File: config.mk
export PLATFORM = sky130hd
export DESIGN_NAME = switch_box_power_status_ctrl
export DESIGN_NICKNAME = d
export VERILOG_FILES = /design/src/hdl/pwr_status_pkg.sv /design/src/hdl/switch_box_power_status_ctrl.sv
export SDC_FILE = /design/constraint.sdc
export NUM_CORES = 1
export LEC_CHECK = 0
export BUFFER_PORTS_ARGS = -buffer_cell sky130_fd_sc_hd__clkbuf_2
export CORE_MARGIN = 2
export CORE_UTILIZATION = 60
export CTS_CLUSTER_DIAMETER = 30
export CTS_CLUSTER_SIZE = 24
export DETAILED_ROUTE_END_ITERATION = 8
export PLACE_DENSITY = 0.82
export SYNTH_ARGS = -nofsm -noshare
export SYNTH_HDL_FRONTEND = slang
export SYNTH_SLANG_ARGS = --single-unit
File: constraint.sdc
create_clock -name pclk -period 4.2 [get_ports pclk]
set_clock_uncertainty 0.15 [all_clocks]
set_input_delay 0.42 -clock pclk [delete_from_list [all_inputs] [get_ports pclk]]
set_output_delay 0.42 -clock pclk [all_outputs]
set_load 0.01 [all_outputs]
File: src/hdl/pwr_status_pkg.sv
// Constants, register map and state encoding for the power/status controller.
package pwr_status_pkg;

    // ========================================================================
    // Clock and timing
    // ========================================================================
    localparam longint CLK_HZ        = 250_000_000;
    localparam longint HOLD_TIME_S   = 4;
    localparam longint IDLE_TIME_S   = 350;
    localparam longint SLOW_HALF_MS  = 500;
    localparam longint FAST_HALF_MS  = 125;
    localparam longint MS_PER_S      = 1000;

    localparam logic [31:0] HOLD_CYCLES_DFLT = 32'(HOLD_TIME_S * CLK_HZ);
    localparam logic [39:0] IDLE_CYCLES_DFLT = 40'(IDLE_TIME_S * CLK_HZ);
    localparam logic [31:0] SLOW_CYCLES_DFLT =
        32'(SLOW_HALF_MS * CLK_HZ / MS_PER_S);
    localparam logic [31:0] FAST_CYCLES_DFLT =
        32'(FAST_HALF_MS * CLK_HZ / MS_PER_S);

    // ========================================================================
    // Ports and chaining
    // ========================================================================
    localparam int PORTS_PER_UNIT = 4;
    localparam int SEL_W          = 2;
    localparam int UNIT_W         = 2;

    // ========================================================================
    // Register map
    // ========================================================================
    localparam int         ADDR_W     = 8;
    localparam logic [7:0] REG_CTRL   = 8'h00;
    localparam logic [7:0] REG_STATUS = 8'h04;
    localparam logic [7:0] REG_LINK   = 8'h08;
    localparam logic [7:0] REG_IDLE   = 8'h0c;

    localparam int CTRL_ACT_BIT    = 0;
    localparam int CTRL_FWUP_BIT   = 1;
    localparam int CTRL_SEL_LSB    = 4;

    localparam int STAT_STATE_LSB  = 0;
    localparam int STAT_CHG_BIT    = 2;
    localparam int STAT_LOW_BIT    = 3;
    localparam int STAT_FULL_BIT   = 4;
    localparam int STAT_FWUP_BIT   = 5;
    localparam int STAT_BASE_LSB   = 8;
    localparam int IDLE_MSB_SHIFT  = 8;

    // ========================================================================
    // Power states
    // ========================================================================
    typedef enum logic [1:0] {
        ST_OFF    = 2'h0,
        ST_CHECK  = 2'h1,
        ST_ON     = 2'h3,
        ST_FORCED = 2'h2
    } pwr_state_t;

endpackage

File: src/hdl/switch_box_power_status_ctrl.sv
// Power-state, status indicator, probe relay and APB registers of the box.
`timescale 1ns/1ps

// Overview of operation
// [RL1] On battery above the low threshold the status lamp blinks green slowly.
// [RL2] On battery below the low threshold the status lamp blinks red slowly.
// [RL3] On external supply with full batteries it blinks green quickly.
// [RL4] On external supply while charging it blinks yellow quickly.
// [RL5] A short press of the power button toggles between on and off.
// [RL6] Holding the button past the limit forces an immediate shutdown.
// [RL7] Attaching the charger powers the unit on without a button press.
// [RL8] While the charger is attached the button cannot switch the unit off; the code still lets a long hold force the shutdown.
// [RL9] On battery, a full idle period without traffic switches the unit off; the code holds the idle count at zero in firmware load mode.
// [RL10] Each probe lamp blinks while a live device is seen on its fibre.
// [RL11] Up to four probe ports are relayed through the one serial link.
// [RL12] Up to four chained units give the host at most sixteen devices.
// [RL13] Every power-on runs the self check before normal operation.
// [RL14] A firmware image may be loaded from the host over the serial port.
// [RL15] Exactly one supply state is shown, external supply taking priority.
module switch_box_power_status_ctrl
    import pwr_status_pkg::*;
#(
    parameter int          NUM_PORTS   = PORTS_PER_UNIT,
    parameter logic [31:0] HOLD_CYCLES = HOLD_CYCLES_DFLT,
    parameter logic [39:0] IDLE_CYCLES = IDLE_CYCLES_DFLT,
    parameter logic [31:0] SLOW_CYCLES = SLOW_CYCLES_DFLT,
    parameter logic [31:0] FAST_CYCLES = FAST_CYCLES_DFLT
)(
    // Clock, reset and enable
    input  wire logic                 pclk,
    input  wire logic                 presetn,
    input  wire logic                 clk_en,
    // APB slave
    input  wire logic                 psel,
    input  wire logic                 penable,
    input  wire logic                 pwrite,
    input  wire logic [ADDR_W-1:0]    paddr,
    input  wire logic [31:0]          pwdata,
    output logic      [31:0]          prdata,
    output logic                      pready,
    output logic                      pslverr,
    // Power button and supply sense
    input  wire logic                 power_button,
    input  wire logic                 charger_present,
    input  wire logic                 batt_low,
    input  wire logic                 batt_charged,
    output logic                      power_hold,
    // Self check
    output logic                      selfcheck_start,
    input  wire logic                 selfcheck_done,
    input  wire logic                 selfcheck_ok,
    // Status lamp
    output logic                      led_green,
    output logic                      led_red,
    // Probe ports
    input  wire logic [NUM_PORTS-1:0] link_detect,
    input  wire logic [NUM_PORTS-1:0] probe_rx,
    output logic      [NUM_PORTS-1:0] probe_tx,
    output logic      [NUM_PORTS-1:0] port_led,
    // Host serial link
    input  wire logic                 host_rx,
    output logic                      host_tx,
    input  wire logic                 serial_activity,
    output logic                      fw_update_mode,
    // Chain ports
    input  wire logic [UNIT_W-1:0]    chain_upstream_port,
    output logic      [UNIT_W-1:0]    chain_downstream_port
);

    // ========================================================================
    // State
    // ========================================================================
    typedef struct packed {
        pwr_state_t           st;
        logic [31:0]          hold_cnt;
        logic [39:0]          idle_cnt;
        logic [31:0]          slow_cnt;
        logic [31:0]          fast_cnt;
        logic                 slow_ph;
        logic                 fast_ph;
        logic                 btn_prev;
        logic                 chg_prev;
        logic                 fw_update;
        logic [SEL_W-1:0]     sel;
        logic                 led_green;
        logic                 led_red;
        logic [NUM_PORTS-1:0] port_led;
        logic                 host_space;
        logic [NUM_PORTS-1:0] probe_space;
        logic [UNIT_W-1:0]    down_id;
        logic [31:0]          prdata;
    } state_t;

    state_t               cur;
    state_t               next_cur;
    logic                 apb_wr;
    logic                 addr_hit;
    logic                 ctrl_wr;
    logic                 activity;
    logic                 forced;
    logic                 release_short;
    logic                 chg_rise;
    logic                 idle_to;
    logic [31:0]          status_word;
    logic [NUM_PORTS-1:0] next_port_led;
    logic [NUM_PORTS-1:0] next_probe_space;

    // ========================================================================
    // APB decode
    // ========================================================================
    assign pready   = clk_en;
    assign apb_wr   = psel & penable & pwrite & clk_en;
    assign addr_hit = (paddr == REG_CTRL) || (paddr == REG_STATUS) ||
                      (paddr == REG_LINK) || (paddr == REG_IDLE);
    assign pslverr  = psel & penable & ~addr_hit;
    assign ctrl_wr  = apb_wr & (paddr == REG_CTRL);

    // [RL9] Traffic restarts idle count.
    assign activity = serial_activity | (ctrl_wr & pwdata[CTRL_ACT_BIT]);

    // [RL12] Unit base address.
    assign status_word = {
        20'h0,
        chain_upstream_port, 2'h0,
        2'h0,
        cur.fw_update,
        batt_charged,
        batt_low,
        charger_present,
        cur.st
    };

    // ========================================================================
    // Events
    // ========================================================================
    // [RL6] Long hold detect.
    assign forced        = power_button &&
                           (cur.hold_cnt == HOLD_CYCLES - 32'h1);
    assign release_short = !power_button && cur.btn_prev &&
                           (cur.hold_cnt < HOLD_CYCLES);
    assign chg_rise      = charger_present && !cur.chg_prev;
    assign idle_to       = (cur.idle_cnt == IDLE_CYCLES - 40'h1);

    // ========================================================================
    // Per-port lamps and relay lines
    // ========================================================================
    for (genvar i = 0; i < NUM_PORTS; i++)
    begin : g_port
        // [RL10] Link lamp blink.
        assign next_port_led[i] = link_detect[i] & cur.slow_ph &
                                  (cur.st == ST_ON);
        // [RL11] Host to probe relay.
        assign next_probe_space[i] = (cur.st == ST_ON) &&
                                     (cur.sel == SEL_W'(i)) && !host_rx;
    end

    // ========================================================================
    // Next state
    // ========================================================================
    always_comb
    begin
        next_cur          = cur;
        next_cur.btn_prev = power_button;
        next_cur.chg_prev = charger_present;

        if (!power_button)
            next_cur.hold_cnt = 32'h0;
        else if (cur.hold_cnt < HOLD_CYCLES)
            next_cur.hold_cnt = cur.hold_cnt + 32'h1;

        if (ctrl_wr)
        begin
            // [RL14] Firmware load mode.
            next_cur.fw_update = pwdata[CTRL_FWUP_BIT];
            next_cur.sel       = pwdata[CTRL_SEL_LSB +: SEL_W];
        end

        if (psel && !penable)
        begin
            case (paddr)
                REG_CTRL:
                    next_cur.prdata = {26'h0, cur.sel, 2'h0,
                                       cur.fw_update, 1'b0};
                REG_STATUS:
                    next_cur.prdata = status_word;
                REG_LINK:
                    next_cur.prdata = 32'(link_detect);
                REG_IDLE:
                    next_cur.prdata = cur.idle_cnt[IDLE_MSB_SHIFT +: 32];
                default:
                    next_cur.prdata = 32'h0;
            endcase
        end

        // [RL5] Press toggles power.
        case (cur.st)
            ST_OFF:
            begin
                // [RL7] Charger powers on.
                if (release_short || chg_rise)
                    next_cur.st = ST_CHECK;
            end
            ST_CHECK:
            begin
                // [RL13] Self check gate.
                if (selfcheck_done)
                    next_cur.st = selfcheck_ok ? ST_ON : ST_OFF;
            end
            ST_ON:
            begin
                // [RL8] Charger blocks off.
                if (!charger_present && (release_short || idle_to))
                    next_cur.st = ST_OFF;
            end
            ST_FORCED:
            begin
                if (!power_button)
                    next_cur.st = ST_OFF;
            end
            default:
                next_cur.st = ST_OFF;
        endcase
        // [RL6] Forced shutdown wins.
        if (forced)
            next_cur.st = ST_FORCED;

        // [RL9] Idle auto off.
        if (cur.st == ST_ON && !charger_present && !cur.fw_update &&
            !activity)
            next_cur.idle_cnt = cur.idle_cnt + 40'h1;
        else
            next_cur.idle_cnt = 40'h0;

        if (cur.slow_cnt >= SLOW_CYCLES - 32'h1)
        begin
            next_cur.slow_cnt = 32'h0;
            next_cur.slow_ph  = !cur.slow_ph;
        end
        else
            next_cur.slow_cnt = cur.slow_cnt + 32'h1;
        if (cur.fast_cnt >= FAST_CYCLES - 32'h1)
        begin
            next_cur.fast_cnt = 32'h0;
            next_cur.fast_ph  = !cur.fast_ph;
        end
        else
            next_cur.fast_cnt = cur.fast_cnt + 32'h1;

        // [RL15] Charger states first.
        if (cur.st != ST_ON)
        begin
            next_cur.led_green = 1'b0;
            next_cur.led_red   = 1'b0;
        end
        else if (charger_present)
        begin
            // [RL3] Fast green when full.
            // [RL4] Fast yellow charging.
            next_cur.led_green = cur.fast_ph;
            next_cur.led_red   = cur.fast_ph & !batt_charged;
        end
        else
        begin
            // [RL1] Slow green battery.
            // [RL2] Slow red low battery.
            next_cur.led_green = cur.slow_ph & !batt_low;
            next_cur.led_red   = cur.slow_ph & batt_low;
        end

        next_cur.port_led    = next_port_led;
        next_cur.probe_space = next_probe_space;
        // [RL11] Probe to host relay.
        next_cur.host_space  = (cur.st == ST_ON) &&
                               (32'(cur.sel) < NUM_PORTS) &&
                               !probe_rx[cur.sel];
        // [RL12] Next unit position.
        next_cur.down_id     = chain_upstream_port + UNIT_W'(1);
    end

    always_ff @(posedge pclk or negedge presetn)
    begin
        if (!presetn)
            cur <= '0;
        else if (clk_en)
            cur <= next_cur;
    end

    // ========================================================================
    // Outputs
    // ========================================================================
    assign prdata                = cur.prdata;
    assign power_hold            = (cur.st == ST_CHECK) || (cur.st == ST_ON);
    assign selfcheck_start       = (cur.st == ST_CHECK);
    assign led_green             = cur.led_green;
    assign led_red               = cur.led_red;
    assign port_led              = cur.port_led;
    assign probe_tx              = ~cur.probe_space;
    assign host_tx               = ~cur.host_space;
    assign fw_update_mode        = cur.fw_update;
    assign chain_downstream_port = cur.down_id;
endmodule

Word-level counts from Yosys, hierarchy flattened
Index checks and enable logic that the tools add are counted.
- register bits after elaboration: 190
- input bits: 64
- output and inout bits: 50
- word-level logic and storage cells: 127
- add/sub/neg operators: 5
- order comparisons: 4
- equality and inequality tests: 17
- muxes and demuxes: 17
- bitwise operators: 21
- reduce and logical (&&, ||, !) cells: 45
- operator list (operator ; count):
    $mux W32 ; 4
    $pmux W32 S4 ; 1
    $add A32 B1 Y32 const B ; 3
    $add A40 B1 Y40 const B ; 1
    $eq A40 B37 Y1 const B ; 1
    $mux W40 ; 1
    $eq A32 B30 Y1 const B ; 1
    $ge A32 B25 Y1 const B ; 1
    $ge A32 B27 Y1 const B ; 1
    $lt A32 B30 Y1 const B ; 1
    $logic_and A1 B1 Y1 ; 18
    $and A1 B1 Y1 ; 17
    $eq A8 B4 Y1 const B ; 2
    $mux W2 ; 8
    $logic_not A1 Y1 ; 12
    $reduce_and A2 Y1 ; 5
    $ne A3 B3 Y1 const B ; 3
    $eq A2 B2 Y1 const B ; 4
    $eq A8 B3 Y1 const B ; 1
    $logic_not A8 Y1 ; 1
    $pmux W2 S4 ; 1
    $logic_or A1 B1 Y1 ; 6
    $reduce_and A5 Y1 ; 1
    $eq A2 B1 Y1 const B ; 2
    other kinds (11) ; 13

Longest topological paths before layout
- depth in word-level cells: 9
- mapped depth: 9
- depth with buffers taken out: 7

Worst setup path before layout
No wires, ideal clock.
- kind: reg-to-reg
- start point: reg cur[177] (netlist name)
- end point: reg cur[188] (netlist name)
- library setup time: 0.126 ns
- arrival: 1.981 ns
- data required time: 3.924 ns
- slack: 1.943 ns
- stages on the path, launching flop included: 8
- buffers on the path: 1
- clock period less this slack: 2.257 ns
- path through: dfrtp_1 > or2_1 > o21bai_4 > a221oi_4 > buf_6 > nand4_2 > a221o_1 > a221o_1
- word-level cells in the longest chain between the ends: 6
- elaborated cells on any way between the ends: 13
- classes of those cells: order compare: 1; eq/ne: 5; mux: 1; reduce/logical: 6
- RTL lines (item ; RTL line ; text):
    from (decl) ; switch_box_power_status_ctrl.sv:94 ; state_t cur;
    from (signal assigned) ; switch_box_power_status_ctrl.sv:285 ; cur <= next_cur;
    $lt A32 B30 Y1 ; switch_box_power_status_ctrl.sv:140 ; (cur.hold_cnt < HOLD_CYCLES);
    $logic_and A1 B1 Y1 ; switch_box_power_status_ctrl.sv:139 ; assign release_short = !power_button && cur.btn_prev &&
    $logic_or A1 B1 Y1 ; switch_box_power_status_ctrl.sv:212 ; if (!charger_present && (release_short || idle_to))
    $logic_and A1 B1 Y1 ; switch_box_power_status_ctrl.sv:212 ;
    $ne A3 B3 Y1 (no line) ; n/a ;
    $reduce_and A5 Y1 (no line) ; n/a ;
Several ways; a longest one is shown, not always the timed one.
A chain may end at the register's enable or synchronous reset.

Final worst setup path
- start point: reg cur[177] (netlist name)
- end point: reg cur[167] (netlist name)
- word-level cells in the longest chain between the ends: 3
- RTL lines (item ; RTL line ; text):
    $lt A32 B30 Y1 ; switch_box_power_status_ctrl.sv:168 ; else if (cur.hold_cnt < HOLD_CYCLES)
    $ne A2 B1 Y1 (no line) ; n/a ;
    $reduce_and A2 Y1 (no line) ; n/a ;
No other way between the ends.

==> summary.md <==
| Metric | Value |
|---|---|
| Status | `finished, final reports clean` |
| WHS | `0.06438 ns` |
| Clock Tree Root | `clkbuf_16` |
| Via density | `6.012` |
| Period utilization | `68.53%` |
| Finished Cell Area | `10740 um2` |
| Die width | `131.9 um` |
| Syn Area/Cell | `9.608 um2` |
| # H-tree levels | `4` |
| Layout cell share with drive strength beyond 1 | `15.21%` |
| Hpwl dp | `14610 um` |
| Critical path arrival | `3.08 ns` |
| Sequential area share after synthesis | `48.42%` |
| Area Overhead vs Synth | `9.378%` |
| PortBufs | `85` |
| Total CTS buffers | `17` |
| Final wirelength | `21390 um` |
| Class of the worst hold path | `primary input to flop` |
| Setup slack, reg-to-reg | `1.32 ns` |
| Max transition margin | `40.42%` |
| Synth Warn # | `0` |
| TritonCTS clock tree | `yes` |
| Worst R2R Start | `cur[177]` |
| Ant. Diodes | `0` |
| Final Hold Viols | `0` |
| Post-detailed-route DRC marker count | `0` |
| Unrepaired setup endpoints after global routing | `no` |
| Final count of pins violating max slew | `0` |
| PD cells | `377.2 nW/um2` |
| Post-synthesis cell area | `9819 um2` |
| FP Rows | `46` |
| Element type at the critical path end | `flop` |
| Top cells by area, synth | `dfrtp_1 48%, xor2_1 5.4%, nor2_1 5.1%` |
| Reg2reg end | `cur[167]` |
| Critical path class | `flop to flop` |
| Highest clock rate | `347.4 MHz` |
| DR vias | `7743` |
| Synth area leader | `dfrtp_1` |
| Io pins | `114` |
| Filler cell count | `1215` |
| Initial antenna violation count | `0` |
| 1st-pass router iterations | `5` |
| Ys async rst share | `100.0%` |
| Largest net degree at the start of global routing | `112` |
| Wire per inst | `16.61 um` |
| Nets@finish | `1127` |
| First-pass GRT wire length | `36680 um` |
| Number of synthesized flops with an enable pin | `0` |
| Max-Cap Viols | `0` |
| Syn Inst Count | `1022` |
| Setup TNS | `0 ns` |
| Share of the synthesized area in the top cell type | `48.42%` |
| Die span in y | `131.9 um` |
| Drt initial violations | `617` |
| Total track usage | `25.73%` |
| CTS max path bufs | `2` |
| VDD IR-drop max | `311.8 uV` |
| Crit. Startpoint | `cur[177]` |
| Worst Reg-to-Reg Cells | `6` |
| Leak | `4.959 nW` |
| Synth Register Bits | `190` |
| Crit path time final | `2.878 ns` |
| Core Box Area | `15940 um2` |
| DIE AREA | `17410 um2` |
| Commonest register cell after synthesis | `dfrtp_1` |
| Initial core utilization | `61.59%` |
| Crit path capture | `cur[167]` |
| Global route overflow | `0` |
| CTS sink cnt | `190` |
| Net Count, Synth | `1090` |
| Worst skew pair latency | `0.44 ns` |
| Max Fanout on Critical Path | `13` |
| Final ANT Viol Nets | `0` |
| CP required | `4.40 ns` |
| Vias in the first global route | `7507` |
| Number of distinct library cells after synthesis | `68` |
| Post-DP Area | `10140 um2` |
| Reg clk slew, reported paths | `0.07 ns` |
| Gp weighted congestion | `0.8933` |
| Setup violations, final | `0` |
| Worst-margin pin slew | `0.8937 ns` |
| CP startpoint kind | `flop` |
-- cell usage after synthesis (4+ instances only) --
cell       count
nand3_1       61
nand4_1       30
and3_1        30
inv_1         24
ha_1           4
a21o_1         4
o22ai_1        5
a22o_1        26
nor4_1        14
buf_4         42
o21ai_0       41
or4_1         10
nor3_1        15
mux2_2         9
or2_2          5
o2bb2ai_1     10
o31ai_1        7
xor2_1        60
clkbuf_1      26
buf_2         12
o211ai_1       6
and2_1        12
dfrtp_1      190
or3_1         19
nand2b_1       5
a21oi_1       24
nand2_1       88
nor2_1       134
a22oi_1        7
and4_1        13
a31oi_1        7
xnor2_1       28
-- flip-flops by register name, summed over array words and instances, names as in the netlist --
signal,flops
cur,149
prdata,32
port_led,4
chain_downstream_port,2
fw_update_mode,1
led_green,1
led_red,1
-- area by class of cell --
class	instances	area [um2]	share of cell area, %
clock buffer	18	439.2	4.089
clock inverter	14	153.9	1.433
inverter	24	90.09	0.8388
multi-input combinational	725	4476	41.67
sequential	190	4755	44.27
tap	216	270.3	2.516
timing repair buffer	101	556.8	5.184
-- per-layer routing --
metal / GRT usage (%) / vias up / share of wire [%]
met3: 5.805 / 24 / 5.9
met1: 35.19 / 3817 / 44
met2: 41.67 / 235 / 48
met5: 0 / - / 0
met4: 7.126 / 0 / 1.4
li1: - / 3667 / -
-- what timing repair did --
| action | in CTS | in global routing |
|---|---|---|
| resized for setup | 0 | 0 |
| hold endpoints to repair | 23 | 0 |
| buffers inserted | 0 | 0 |
| hold buffers | 1 | 0 |
-- kinds of logic (layout without fill, tap and decap cells) --
kind of cell | Yosys count | in the layout | synth area share (%)
DFF | 190 | 190 | 48.42
and+or+nand+nor | 457 | 457 | 23.73
muxes | 14 | 14 | 1.797
AOI/OAI and AO/OA | 162 | 162 | 11.70
xor gates and xnor gates | 88 | 88 | 7.849
buffers and inverters | 107 | 157 | 6.001
adders and majority gates | 4 | 4 | 0.5097
-- metrics by stage --
stage | power, mW | cells | worst slack, ns | utilization [%]
4_1_cts | 4.077 | 1288 | 1.349 | 67.37
3_5_place_dp | 2.477 | 1255 | 1.246 | 63.59
5_1_grt | 4.222 | 1288 | 1.106 | 67.37
6_report | 4.051 | 1288 | 1.322 | 67.37
2_1_floorplan | 2.315 | 1022 | 1.943 | -
3_3_place_gp | 2.459 | 1255 | 1.255 | 63.59
-- worst min path at each step --
stage | startpoint | endpoint | slack [ns] | depth (start not counted)
finish | pwdata[5] | cur[46] | 0.06 | 2
global route | pwdata[4] | cur[45] | 0.05 | 2
CTS | pwdata[5] | cur[46] | 0.05 | 2
detailed placement | cur[187] | cur[187] | 0.32 | 1
global placement | cur[186] | cur[186] | 0.31 | 1
floorplan | presetn | chain_downstream_port[0] | -0.03 | 0
-- layout by cell type, fill, tap and decap left out, types with 4 or more instances in the layout --
master and n:
nand3_1 61, mux2_2 9, and2_1 12, nor2_1 134
inv_1 24, a22o_1 26, or3_1 19, buf_4 15
ha_1 4, or2_2 5, inv_6 5, clkbuf_16 17
xnor2_1 28, nand2b_1 5, o21ai_0 41, nand2_1 88
and3_1 30, dfrtp_1 190, a31oi_1 7, a21oi_1 24
nand4_1 30, and4_1 13, clkbuf_2 84, o211ai_1 6
nor3_1 15, o2bb2ai_1 10, o31ai_1 7, nor4_1 14
xor2_1 60, a22oi_1 7, o22ai_1 5, or4_1 10
a21o_1 4
-- where the power goes --
part | leakage (nW) | total [mW] | internal (mW) | switching [mW]
clock | 0.293 | 1.61 | 0.857 | 0.748
combinational | 2.06 | 0.412 | 0.165 | 0.247
sequential | 2.61 | 2.03 | 1.92 | 0.115
total | 4.96 | 4.05 | 2.94 | 1.11
-- critical path, stage by stage, from the launching register on --
cell      delay (ns)
dfrtp_1         0.40
or2_1           0.25
o21bai_4        0.18
a221oi_4        0.62
nand3_1         0.49
or4_1           0.59
o211ai_1        0.11
(Power assumes the default switching activity.)
